**src/logic/rtc_timer_regs.svh**
```systemverilog
`ifndef RTC_TIMER_REGS_SVH
`define RTC_TIMER_REGS_SVH
// ----------------------------------------------------------------
// widths and constants
// ----------------------------------------------------------------
`define RTC_CNT_W        48
`define RTC_WORD_W       16
`define RTC_WORDS        3
`define RTC_CNT_MAX      48'hFFFFFFFFFFFF
`define RTC_CNT_ZERO     48'h000000000000
`define RTC_STEP_NS      50
`define RTC_CLK_NS       10
// core clock cycles per 50 ns count step of the 20 MHz source
`define RTC_STEP_CYC     (`RTC_STEP_NS / `RTC_CLK_NS)
`endif

```
**src/logic/rtc_timer_pkg.sv**
```systemverilog
package rtc_timer_pkg;
  `include "rtc_timer_regs.svh"

  typedef enum logic [1:0] {
    SRC_20MHZ = 2'h0,
    SRC_EXT   = 2'h1,
    SRC_OFF   = 2'h2
  } cntSrc_t;

  typedef enum logic [1:0] {
    RD_IDLE = 2'h1,
    RD_BUSY = 2'h2
  } rdState_t;

  typedef struct packed {
    cntSrc_t                 source;
    logic                    haltAtZero;
    logic                    stopRunAtZero;
    logic                    reloadByAux;
    logic                    auxActiveHigh;
    logic [`RTC_CNT_W-1:0]   preset;
  } rtcCfg_t;
endpackage : rtc_timer_pkg

```
**src/logic/realtime_down_counter_capture.sv**
```systemverilog
// Function
// one 48-bit counter counts down synchronously on the selected source.
// capture command copies the counter into a capture register, counting continues.
// capture register then moves into the transfer register the host reads.
// transfer register does not change while a host read is in progress.
// captured value is read as three consecutive 16-bit words.
// counter load also forces a capture, discarding stale data.
// counter at zero raises preset-reached.
// with preset halt enabled the counter stops at zero.
// when selected, reaching zero pulls the run line to stop.
// run line is open-drain wired-AND; everyone follows its level.
// software sets and resets its own run line drive directly.
// a preset of zero loads the maximum count.
// 20 MHz source steps the counter every 50 ns from the core clock.
// reload by aux holds counter reloaded while aux active, free otherwise.
// lock releases after third word, pending capture then applied.
// counter load puts preset in counter and clears preset-reached.
`timescale 1ns/1ns
`include "rtc_timer_regs.svh"
module realtime_down_counter_capture
  import rtc_timer_pkg::*;
#(
  parameter int STEP_CYC = `RTC_STEP_CYC
) (
  input  wire logic                  core_clk,      // 100 MHz core clock
  input  wire logic                  rst,           // synchronous reset, active high
  input  wire rtcCfg_t               cfg,           // configuration
  input  wire logic                  timerLoad,     // load preset, one-cycle pulse
  input  wire logic                  captureCmd,    // capture request, one-cycle pulse
  input  wire logic                  extTick,       // external count source pin
  input  wire logic                  auxIn,         // auxiliary reload pin
  input  wire logic                  runSet,        // software: release run line
  input  wire logic                  runClear,      // software: pull run line low
  input  wire logic                  runLineIn,     // run line level (pin)
  input  wire logic                  readStrobe,    // host reads one 16-bit word
  output logic [`RTC_WORD_W-1:0]     readData,      // word presented to host
  output logic [1:0]                 readIndex,     // index of the next word
  output logic                       readLocked,    // transfer register locked
  output logic                       presetReached, // counter reached zero
  output logic                       runOut,        // run line output value (always 0)
  output logic                       runOe_n,       // low while pulling run line low
  output logic                       running,       // synchronised run line level
  output logic [`RTC_CNT_W-1:0]      count          // live counter value
);
  // ----------------------------------------------------------------
  // pin synchronisers
  // ----------------------------------------------------------------
  // only the second stage of each synchroniser feeds logic
  logic [1:0] extSync;
  logic [1:0] auxSync;
  logic [1:0] runSync;
  logic       extPrev;
  always_ff @(posedge core_clk) begin
    if (rst) begin
      extSync <= 2'h0;
      auxSync <= 2'h0;
      runSync <= 2'h0;
      extPrev <= 1'b0;
    end else begin
      extSync <= {extSync[0], extTick};
      auxSync <= {auxSync[0], auxIn};
      runSync <= {runSync[0], runLineIn};
      extPrev <= extSync[1];
    end
  end

  // ----------------------------------------------------------------
  // count step selection
  // ----------------------------------------------------------------
  // the divider runs free, so a load does not shift the step grid
  logic [7:0] divCnt;
  wire        divWrap  = (divCnt == 8'(STEP_CYC - 1));
  // each rising edge of the external pin counts one step
  wire        extEdge  = extSync[1] & ~extPrev;
  wire        stepSrc  = (cfg.source == SRC_20MHZ) ? divWrap :
                         (cfg.source == SRC_EXT)   ? extEdge : 1'b0;
  // aux reload holds the count at the preset for every cycle it is active
  wire        auxActive = cfg.reloadByAux & (auxSync[1] == cfg.auxActiveHigh);
  wire        loadNow  = timerLoad | auxActive;
  wire        atZero   = (count == `RTC_CNT_ZERO);
  wire        halted   = cfg.haltAtZero & atZero;
  // a low run line freezes the count: all participants stop together
  wire        step     = stepSrc & runSync[1] & ~halted;
  // a zero preset stands for the full 48-bit range
  wire [`RTC_CNT_W-1:0] loadValue =
    (cfg.preset == `RTC_CNT_ZERO) ? `RTC_CNT_MAX : cfg.preset;

  always_ff @(posedge core_clk) begin
    if (rst) divCnt <= 8'h00;
    else if (divWrap) divCnt <= 8'h00;
    else divCnt <= divCnt + 8'h01;
  end

  // ----------------------------------------------------------------
  // down counter and preset flag
  // ----------------------------------------------------------------
  // a load has priority over counting in the same cycle
  always_ff @(posedge core_clk) begin
    if (rst) begin
      count <= `RTC_CNT_MAX;
    end else if (loadNow) begin
      count <= loadValue;
    end else if (step) begin
      count <= count - 48'h000000000001;
    end
  end

  always_ff @(posedge core_clk) begin
    if (rst) presetReached <= 1'b0;
    else if (loadNow) presetReached <= 1'b0;
    else if (atZero) presetReached <= 1'b1;
  end

  // ----------------------------------------------------------------
  // run line drive
  // ----------------------------------------------------------------
  logic runHold;
  wire  zeroStop = cfg.stopRunAtZero & atZero & ~loadNow;
  // a zero stop or a software pull wins over a release in the same cycle
  always_ff @(posedge core_clk) begin
    if (rst) runHold <= 1'b0;
    else if (zeroStop) runHold <= 1'b1;
    else if (runClear) runHold <= 1'b1;
    else if (runSet) runHold <= 1'b0;
  end

  // runOut stays 0: the shared line is only ever pulled low or let go
  always_ff @(posedge core_clk) begin
    if (rst) begin
      runOut  <= 1'b0;
      runOe_n <= 1'b1;
      running <= 1'b0;
    end else begin
      runOut  <= 1'b0;
      runOe_n <= ~(runHold | zeroStop);
      running <= runSync[1];
    end
  end

  // ----------------------------------------------------------------
  // capture pipeline and read lock
  // ----------------------------------------------------------------
  logic [`RTC_CNT_W-1:0] captureReg;
  logic [`RTC_CNT_W-1:0] transferReg;
  logic                  pending;
  rdState_t              rdState;
  wire                   doCapture = captureCmd | timerLoad;
  wire                   lastWord  = readStrobe & (readIndex == 2'(`RTC_WORDS - 1));
  wire                   canMove   = (rdState == RD_IDLE) & ~readStrobe;
  // a load captures the value that starts the new timer cycle
  wire [`RTC_CNT_W-1:0]  captureSrc = timerLoad ? loadValue : count;
  // the lock sets on the first strobe and releases on the third
  wire                   next_readLocked = (rdState == RD_IDLE) ? readStrobe : ~lastWord;

  always_ff @(posedge core_clk) begin
    if (rst) captureReg <= `RTC_CNT_ZERO;
    else if (doCapture) captureReg <= captureSrc;
  end

  // a capture that meets the lock waits in pending; the newest one wins

  always_ff @(posedge core_clk) begin
    if (rst) begin
      pending     <= 1'b0;
      transferReg <= `RTC_CNT_ZERO;
    end else if (pending & canMove) begin
      transferReg <= captureReg;
      pending     <= doCapture;
    end else if (doCapture) begin
      pending     <= 1'b1;
    end
  end

  // readIndex counts the words taken in the current read
  always_ff @(posedge core_clk) begin
    if (rst) begin
      rdState   <= RD_IDLE;
      readIndex <= 2'h0;
    end else begin
      case (rdState)
        RD_IDLE: begin
          if (readStrobe) begin
            rdState   <= RD_BUSY;
            readIndex <= 2'h1;
          end
        end
        RD_BUSY: begin
          if (lastWord) begin
            rdState   <= RD_IDLE;
            readIndex <= 2'h0;
          end else if (readStrobe) begin
            readIndex <= readIndex + 2'h1;
          end
        end
        default: begin
          rdState   <= RD_IDLE;
          readIndex <= 2'h0;
        end
      endcase
    end
  end

  // one 16-bit word of a captured value, lowest word first
  function automatic logic [`RTC_WORD_W-1:0] wordSel(input logic [`RTC_CNT_W-1:0] v,
                                                     input logic [1:0]             idx);
    if (idx == 2'h0) return v[15:0];
    else if (idx == 2'h1) return v[31:16];
    else return v[47:32];
  endfunction : wordSel

  // readData shows the word for the next strobe, one edge after each change
  wire [1:0] nextIndex = (rdState == RD_IDLE) ? 2'h0 : readIndex;
  wire [`RTC_WORD_W-1:0] next_readData = wordSel(transferReg, nextIndex);

  always_ff @(posedge core_clk) begin
    if (rst) begin
      readData   <= 16'h0000;
      readLocked <= 1'b0;
    end else begin
      readData   <= next_readData;
      readLocked <= next_readLocked;
    end
  end
endmodule : realtime_down_counter_capture

```
**config.mk**
```make
export PLATFORM = sky130hd
export DESIGN_NAME = realtime_down_counter_capture
export DESIGN_NICKNAME = d
export VERILOG_FILES = /design/src/logic/rtc_timer_pkg.sv /design/src/logic/realtime_down_counter_capture.sv
export VERILOG_INCLUDE_DIRS = /design/src /design/src/logic
export SDC_FILE = /design/constraint.sdc
export NUM_CORES = 1
export LEC_CHECK = 0
export BUFFER_PORTS_ARGS = -buffer_cell sky130_fd_sc_hd__buf_4
export CORE_MARGIN = 2
export CORE_UTILIZATION = 40
export CTS_CLUSTER_DIAMETER = 40
export DETAILED_ROUTE_END_ITERATION = 8
export PLACE_DENSITY = 0.7
export SLEW_MARGIN = 40
export SYNTH_ARGS = -nofsm -noshare
export SYNTH_HDL_FRONTEND = slang
export SYNTH_SLANG_ARGS = --single-unit
```
**constraint.sdc**
```tcl
create_clock -name core_clk -period 2.7 [get_ports core_clk]
set_input_delay 0.135 -clock core_clk [delete_from_list [all_inputs] [get_ports core_clk]]
set_output_delay 0.135 -clock core_clk [all_outputs]
set_load 0.1 [all_outputs]
```
==> results.yml, run 1 <==
run_status:
  status: "complete, no violations"
yosys:
  synth.largest_area_cell: "dfxtp_1"
  yosysUniqueCellTypes: 68
  synth_top_flop_cell: "dfxtp_1"
  synthCells: 1044
  ys_ff_latch: 185
  synth_top_cell_area_share: 0.4259
  syn_nets: 1114
  yosysWarningCount: 0
  avgSynthCellArea_um2: 8.329
  yosysSeqAreaShare: 0.4259
  synth_area_leaders: "dfxtp_1 43%, a211oi_1 7.0%, nor2_1 5.9%"
  synth_edf_count: 0
  syn_area_mm2: 0.008696
  async_reset_ff_frac: 0
pwr:
  p_leak_nw: 4.162
  ir_drop_uv: 479.7
  powerDensity_mw_per_mm2: 630.0
detailed_routing:
  ant_nets: 0
  vias: 8623
  viasPerCell: 5.733
  routedWlPerCell_um: 19.54
  first_pass_iters: 6
  routed_wl_um: 29380
  drt_iter0_drc: 946
  drc_errors: 0
setup_path:
  cp-start-kind: "flop"
  path_class: "reg2reg"
  end_kind: "flop"
  rr_worst_depth: 6
  path_max_fanout: 7
  worst_ep_arrival_time_ns: 2.93
  crit_required_ns: 3.03
  rrSetupSlack_ns: 0.10
placement:
  dp_slack_ns: 0.1090
  hpwl_um: 21220
  gp_congestion: 0.9030
  dpl.cell_count: 1444
  post_dp_cell_area_mm2: 0.01039
  io_buffers: 133
sta:
  rsz0062_at_grt: "false"
  fmax_mhz: 384.9
  period_needed_ns: 2.598
  fin_ws_ns: 0.1020
  hold_ws_ns: 0.004734
  setup_viol: 0
  worst_pin_slew_ns: 0.7377
  tns_ns: 0
  post-route-period-util: 0.9622
  slew_viol_final: 0
  final_hold_viol_count: 0
  fin_skew_ns: 0.01300
  relSlewSlack: 0.5077
layout:
  fillerInstances: 1924
  fin_cells: 1504
  nNetsFinal: 1286
  layout_common_cells: "203 x buf_4, 149 x dfxtp_1, 134 x nor2_1"
  final_common_cell: "buf_4"
  diodes: 0
  drive_gt1_frac: 0.2636
  stdcell_area_mm2: 0.01131
  synthToLayoutAreaGrowth_pct: 30.06
clocking:
  cts_root_buf: "clkbuf_16"
  cts_tree: "yes"
  cts_max_path_buffers: 2
  cts_sinks: 185
  cts_buffers: 17
  clk_pin_slew_ns: 0.08
  clk_latency_ns: 0.44
  h-tree-depth: 4
hold_path:
  hold_path_class: "in2reg"
  whs_path_depth: 3
die:
  io_pins: 135
  core_mm2: 0.02115
  die-area_mm2: 0.02294
  fp.dieH_um: 151.4
  start_util: 0.4111
  chipWidth_um: 151.4
  num_rows: 53
global_route:
  grt_use_total: 0.2571
  grt_pass1_wl_um: 44640
  grt-ovfl-total: 0
  grt_pass1_vias: 7799
  antenna_found_initial: 0
  grt_start_max_net_pins: 98
flow_run:
  maxCapViolCount: 0
## registers in the layout, indices dropped and copies added, names as in the netlist, 8 cells and up
signal	cells
captureReg	48
count	48
transferReg	48
readData	16
divCnt	8
## metrics by stage
stage               total power, mW  utilization
floorplan                     4.039            -
global placement              4.496       0.4913
detailed placement            4.507       0.4913
CTS                           7.129       0.5329
global route                  7.364       0.5346
finish                        7.125       0.5346
## cell type report
class | instances | area (um^2) | share of cell area
repair buffers | 235 | 1886 | 0.1667
well taps | 275 | 344.1 | 0.03042
flip-flops and latches | 185 | 3769 | 0.3332
clock buffers | 18 | 439.2 | 0.03883
clock inverters | 14 | 180.2 | 0.01593
multi-input cells | 764 | 4643 | 0.4106
inverters | 13 | 48.80 | 0.004315
## timing repair
item	CTS	global route
setup buffers	0	1
resized for setup	0	2
endpoints found under the setup margin	0	19
hold endpoints to repair	29	1
hold buffers	26	1
## kinds of logic (layout without fill, tap and decap cells)
kind of cell / count (synthesis) / after routing / share of synthesized area
and+or+nand+nor: 418 / 418 / 0.2391
AOI/OAI and AO/OA: 285 / 285 / 0.2191
DFF: 185 / 185 / 0.4259
buffers and inverters: 95 / 280 / 0.04460
muxes: 36 / 36 / 0.04403
xor gates and xnor gates: 18 / 18 / 0.01813
adders and majority gates: 6 / 6 / 0.008633
other: 1 / 1 / 0.0004312
## synthesized netlist by cell type (all sizes together), types with 4 or more instances
cell type,count
a2111oi,4
a211oi,82
a21oi,86
a31oi,25
and3,6
and4,4
buf,15
clkbuf,67
dfxtp,185
ha,6
inv,13
mux2,18
mux2i,18
nand2,115
nand3,14
nand4,9
nor2,136
nor2b,40
nor3,15
nor4,27
o21ai,35
o31ai,13
o41ai,6
or2,5
or3,12
or4,20
xnor2,12
xor2,6
## power breakdown
part | switching [mW] | leakage (nW) | internal, mW | total [mW]
Sequential | 0.149 | 1.51 | 2.90 | 3.05
Clock | 1.20 | 0.298 | 1.43 | 2.63
Combinational | 1.00 | 2.35 | 0.446 | 1.45
Total | 2.35 | 4.16 | 4.78 | 7.13
## per-layer routing
metal / GRT usage / part of all wire / up-vias / wire length, um
met5: 0 / 0 / - / 0
li1: - / - / 4129 / -
met3: 0.05783 / 0.078 / 69 / 2281
met1: 0.3476 / 0.44 / 4048 / 12800
met2: 0.3905 / 0.45 / 377 / 13140
met4: 0.1164 / 0.040 / 0 / 1164
## worst paths after layout
path                                 start         end
worst max register to register   count[24]   count[38]
worst max-delay path             count[24]   count[38]
worst min-delay path               cfg[43]   count[43]
worst min register to register  runSync[0]  runSync[1]
## critical path, stage by stage (launching register included)
cell and delay (ns):
dfxtp_4 0.37, or4_1 0.63, or4_1 0.55, or2_1 0.28, a2111oi_4 0.26, a21oi_1 0.12
o32a_1 0.29
Note: power is estimated with default switching activity, not from simulation.
==> run 2: changes to the inputs <==
--- a/config.mk
+++ b/config.mk
@@ -6,12 +6,13 @@
 export SDC_FILE = /design/constraint.sdc
 export NUM_CORES = 1
 export LEC_CHECK = 0
+export ABC_AREA = 1
 export BUFFER_PORTS_ARGS = -buffer_cell sky130_fd_sc_hd__buf_4
 export CORE_MARGIN = 2
 export CORE_UTILIZATION = 40
 export CTS_CLUSTER_DIAMETER = 40
 export DETAILED_ROUTE_END_ITERATION = 8
-export PLACE_DENSITY = 0.7
+export PLACE_DENSITY = 0.69
 export SLEW_MARGIN = 40
 export SYNTH_ARGS = -nofsm -noshare
 export SYNTH_HDL_FRONTEND = slang
==> results.yml, run 2 <==
detailed_routing:
  vias: 10410
  drt_iter0_drc: 1122
  routed_wl_um: 33200
  routedWlPerCell_um: 16.41
  viasPerCell: 5.146
  ant_nets: 0
  first_pass_iters: 6
  drc_errors: 0
clocking:
  cts_tree: "yes"
  cts_root_buf: "clkbuf_16"
  cts_buffers: 17
  clk_latency_ns: 0.44
  clk_pin_slew_ns: 0.08
  post_cts_buffers: 0
  cts_sinks: 185
  cts_max_path_buffers: 2
  h-tree-depth: 4
setup_path:
  worst_ep_arrival_time_ns: 2.75
  crit_required_ns: 3.08
  cp_slowest_cell: "buf_4"
  r2r_end: "count[37]"
  critical-path-max-stage-delay_ns: 0.40
  crit_chain: "inv_2 > nand2_1 > nor2_2 > nand3_1 > nor2_1 > nand3_2 > nand2_4 > buf_4 > nand3_1 > nand2_1 > inv_1 > nand2_1"
  end_kind: "flop"
  rr_worst_depth: 12
  path_max_fanout: 33
  cp_top_family: "simple AND/OR/NAND/NOR gates"
  path_class: "reg2reg"
  regToRegStartpoint: "count[43]"
  rrSetupSlack_ns: 0.33
  worst-path-buf-inv: 3
  crit_top_cell: "nand2_1"
  cp-start-kind: "flop"
flow_run:
  maxCapViolCount: 0
global_route:
  gr-usage-met2: 0.3946
  globalRouteMet1Util: 0.3694
  grt_use_met3: 0.03616
  grt_use_total: 0.2568
  busiest_layer: "met2"
  grt_pass1_wl_um: 52160
  grt_pass1_vias: 9518
  grt-ovfl-total: 0
  grt_start_max_net_pins: 62
  antenna_found_initial: 0
sta:
  tns_ns: 0
  setup_viol: 0
  rsz0062_at_grt: "false"
  slew_viol_final: 0
  post-route-period-util: 0.8784
  period_needed_ns: 2.372
  fin_skew_ns: 0.01410
  hold_ws_ns: 0.02443
  worst_pin_slew_ns: 0.6778
  relSlewSlack: 0.5476
  fmax_mhz: 421.6
  fin_ws_ns: 0.3283
  final_hold_viol_count: 0
yosys:
  synthCells: 1584
  synth_top_cells_by_count: "423 x nand2_1, 198 x inv_1, 191 x nor2_1"
  ys_ff_latch: 185
  synth.largest_area_cell: "dfxtp_1"
  synth_top_cell_area_share: 0.3782
  synth_area_leaders: "dfxtp_1 38%, nand2_1 16%, nand3_1 8.8%"
  syn_area_mm2: 0.009792
  syn_nets: 1654
  synth_top_flop_cell: "dfxtp_1"
  synth_edf_count: 0
  yosysWarningCount: 0
  synth.most_common_cell: "nand2_1"
  avgSynthCellArea_um2: 6.182
  yosysSeqAreaShare: 0.3782
  async_reset_ff_frac: 0
  yosysUniqueCellTypes: 37
placement:
  gp_congestion: 0.9928
  dp_slack_ns: 0.3728
  hpwl_um: 24960
  io_buffers: 133
  post_dp_cell_area_mm2: 0.01110
hold_path:
  whs_path_depth: 4
  hold_path_class: "in2reg"
  min_from: "readStrobe"
  whs_endpoint: "readIndex[1]"
pwr:
  ir_drop_uv: 421.4
  powerDensity_mw_per_mm2: 694.7
  p_leak_nw: 5.470
layout:
  reg_top3: "captureReg (48), count (48), transferReg (48)"
  fillerInstances: 2552
  layout_common_cells: "420 x nand2_1, 198 x inv_1, 190 x nor2_1"
  post-route-util: 0.4841
  final_common_cell: "nand2_1"
  diodes: 0
  multiInputGateArea_mm2: 0.004984
  stdcell_area_mm2: 0.01170
  drive_gt1_frac: 0.1336
  regArea_mm2: 0.003704
  nNetsFinal: 1756
  synthToLayoutAreaGrowth_pct: 19.52
die:
  die-area_mm2: 0.02575
  core_mm2: 0.02418
  chipWidth_um: 160.5
  fp.dieH_um: 160.5
  num_rows: 57
  start_util: 0.4050
  io_pins: 135
run_status:
  status: "complete, no violations"
==> run 2: changes by cell type in the layout (fill, tap and decap cells not counted), moves of 48 or more <==
| cell | change |
|---|---|
| nand3_1 | +159 |
| a211oi_1 | -81 |
| inv_1 | +185 |
| nor2_1 | +56 |
| nand2_1 | +305 |
| buf_4 | -48 |
| o21ai_0 | +81 |
==> run 2: per-stage QoR <==
stage	cells	total power [mW]
detailed placement	1987	5.736
global route	2023	8.514
CTS	2023	8.131
finish	2023	8.130
global placement	1987	5.708
floorplan	1584	5.060
==> run 2: worst max-delay path by stage <==
stage	from	endpoint	slack (ns)	cells after the start
2_1_floorplan	count[0]	count[9]	0.35	12
3_3_place_gp	count[40]	count[40]	0.42	12
3_5_place_dp	count[40]	count[42]	0.37	12
4_1_cts	count[43]	count[33]	0.35	12
5_1_grt	count[43]	count[37]	0.11	12
6_report	count[43]	count[37]	0.33	12
==> run 2: what timing repair did <==
action,in CTS,in global routing
gates resized for setup,0,0
endpoints found under the hold margin,4,0
hold buffers,4,0
==> run 2: tightest hold or removal path: stages <==
cell     delay (ns)
buf_4          0.11
nor2_1         0.07
nand2_1        0.05
a21oi_1        0.05
==> run 2: area by class of cell <==
| type | count | share of cell area |
|---|---|---|
| clock buffers | 17 | 0.03635 |
| clock inverters | 15 | 0.01176 |
| well taps | 324 | 0.03464 |
| multi-input cells | 1111 | 0.4258 |
| flip-flops and latches | 185 | 0.3164 |
| inverters | 209 | 0.06703 |
| repair buffers | 162 | 0.1080 |
==> run 2: power breakdown <==
| part | switching (mW) | internal, mW |
|---|---|---|
| Combinational | 1.84 | 0.624 |
| Sequential | 0.220 | 3.03 |
| Clock | 1.20 | 1.22 |
| Total | 3.26 | 4.87 |
==> run 2: logic make-up after synthesis <==
family / after synthesis / synth area share
simple gates: 831 / 0.3534
buf+inv: 288 / 0.1139
compound gates: 263 / 0.1375
flops: 185 / 0.3782
xor+xnor: 10 / 0.008944
fa+ha+maj: 6 / 0.007667
other cells: 1 / 0.0003830
==> run 2: layer usage <==
| layer | share of wire | vias to the layer above | routed length (um) |
|---|---|---|---|
| li1 | - | 5211 | - |
| met1 | 0.46 | 4739 | 15300 |
| met2 | 0.44 | 408 | 14660 |
| met3 | 0.069 | 52 | 2277 |
| met4 | 0.029 | 0 | 956 |
| met5 | 0 | - | 0 |
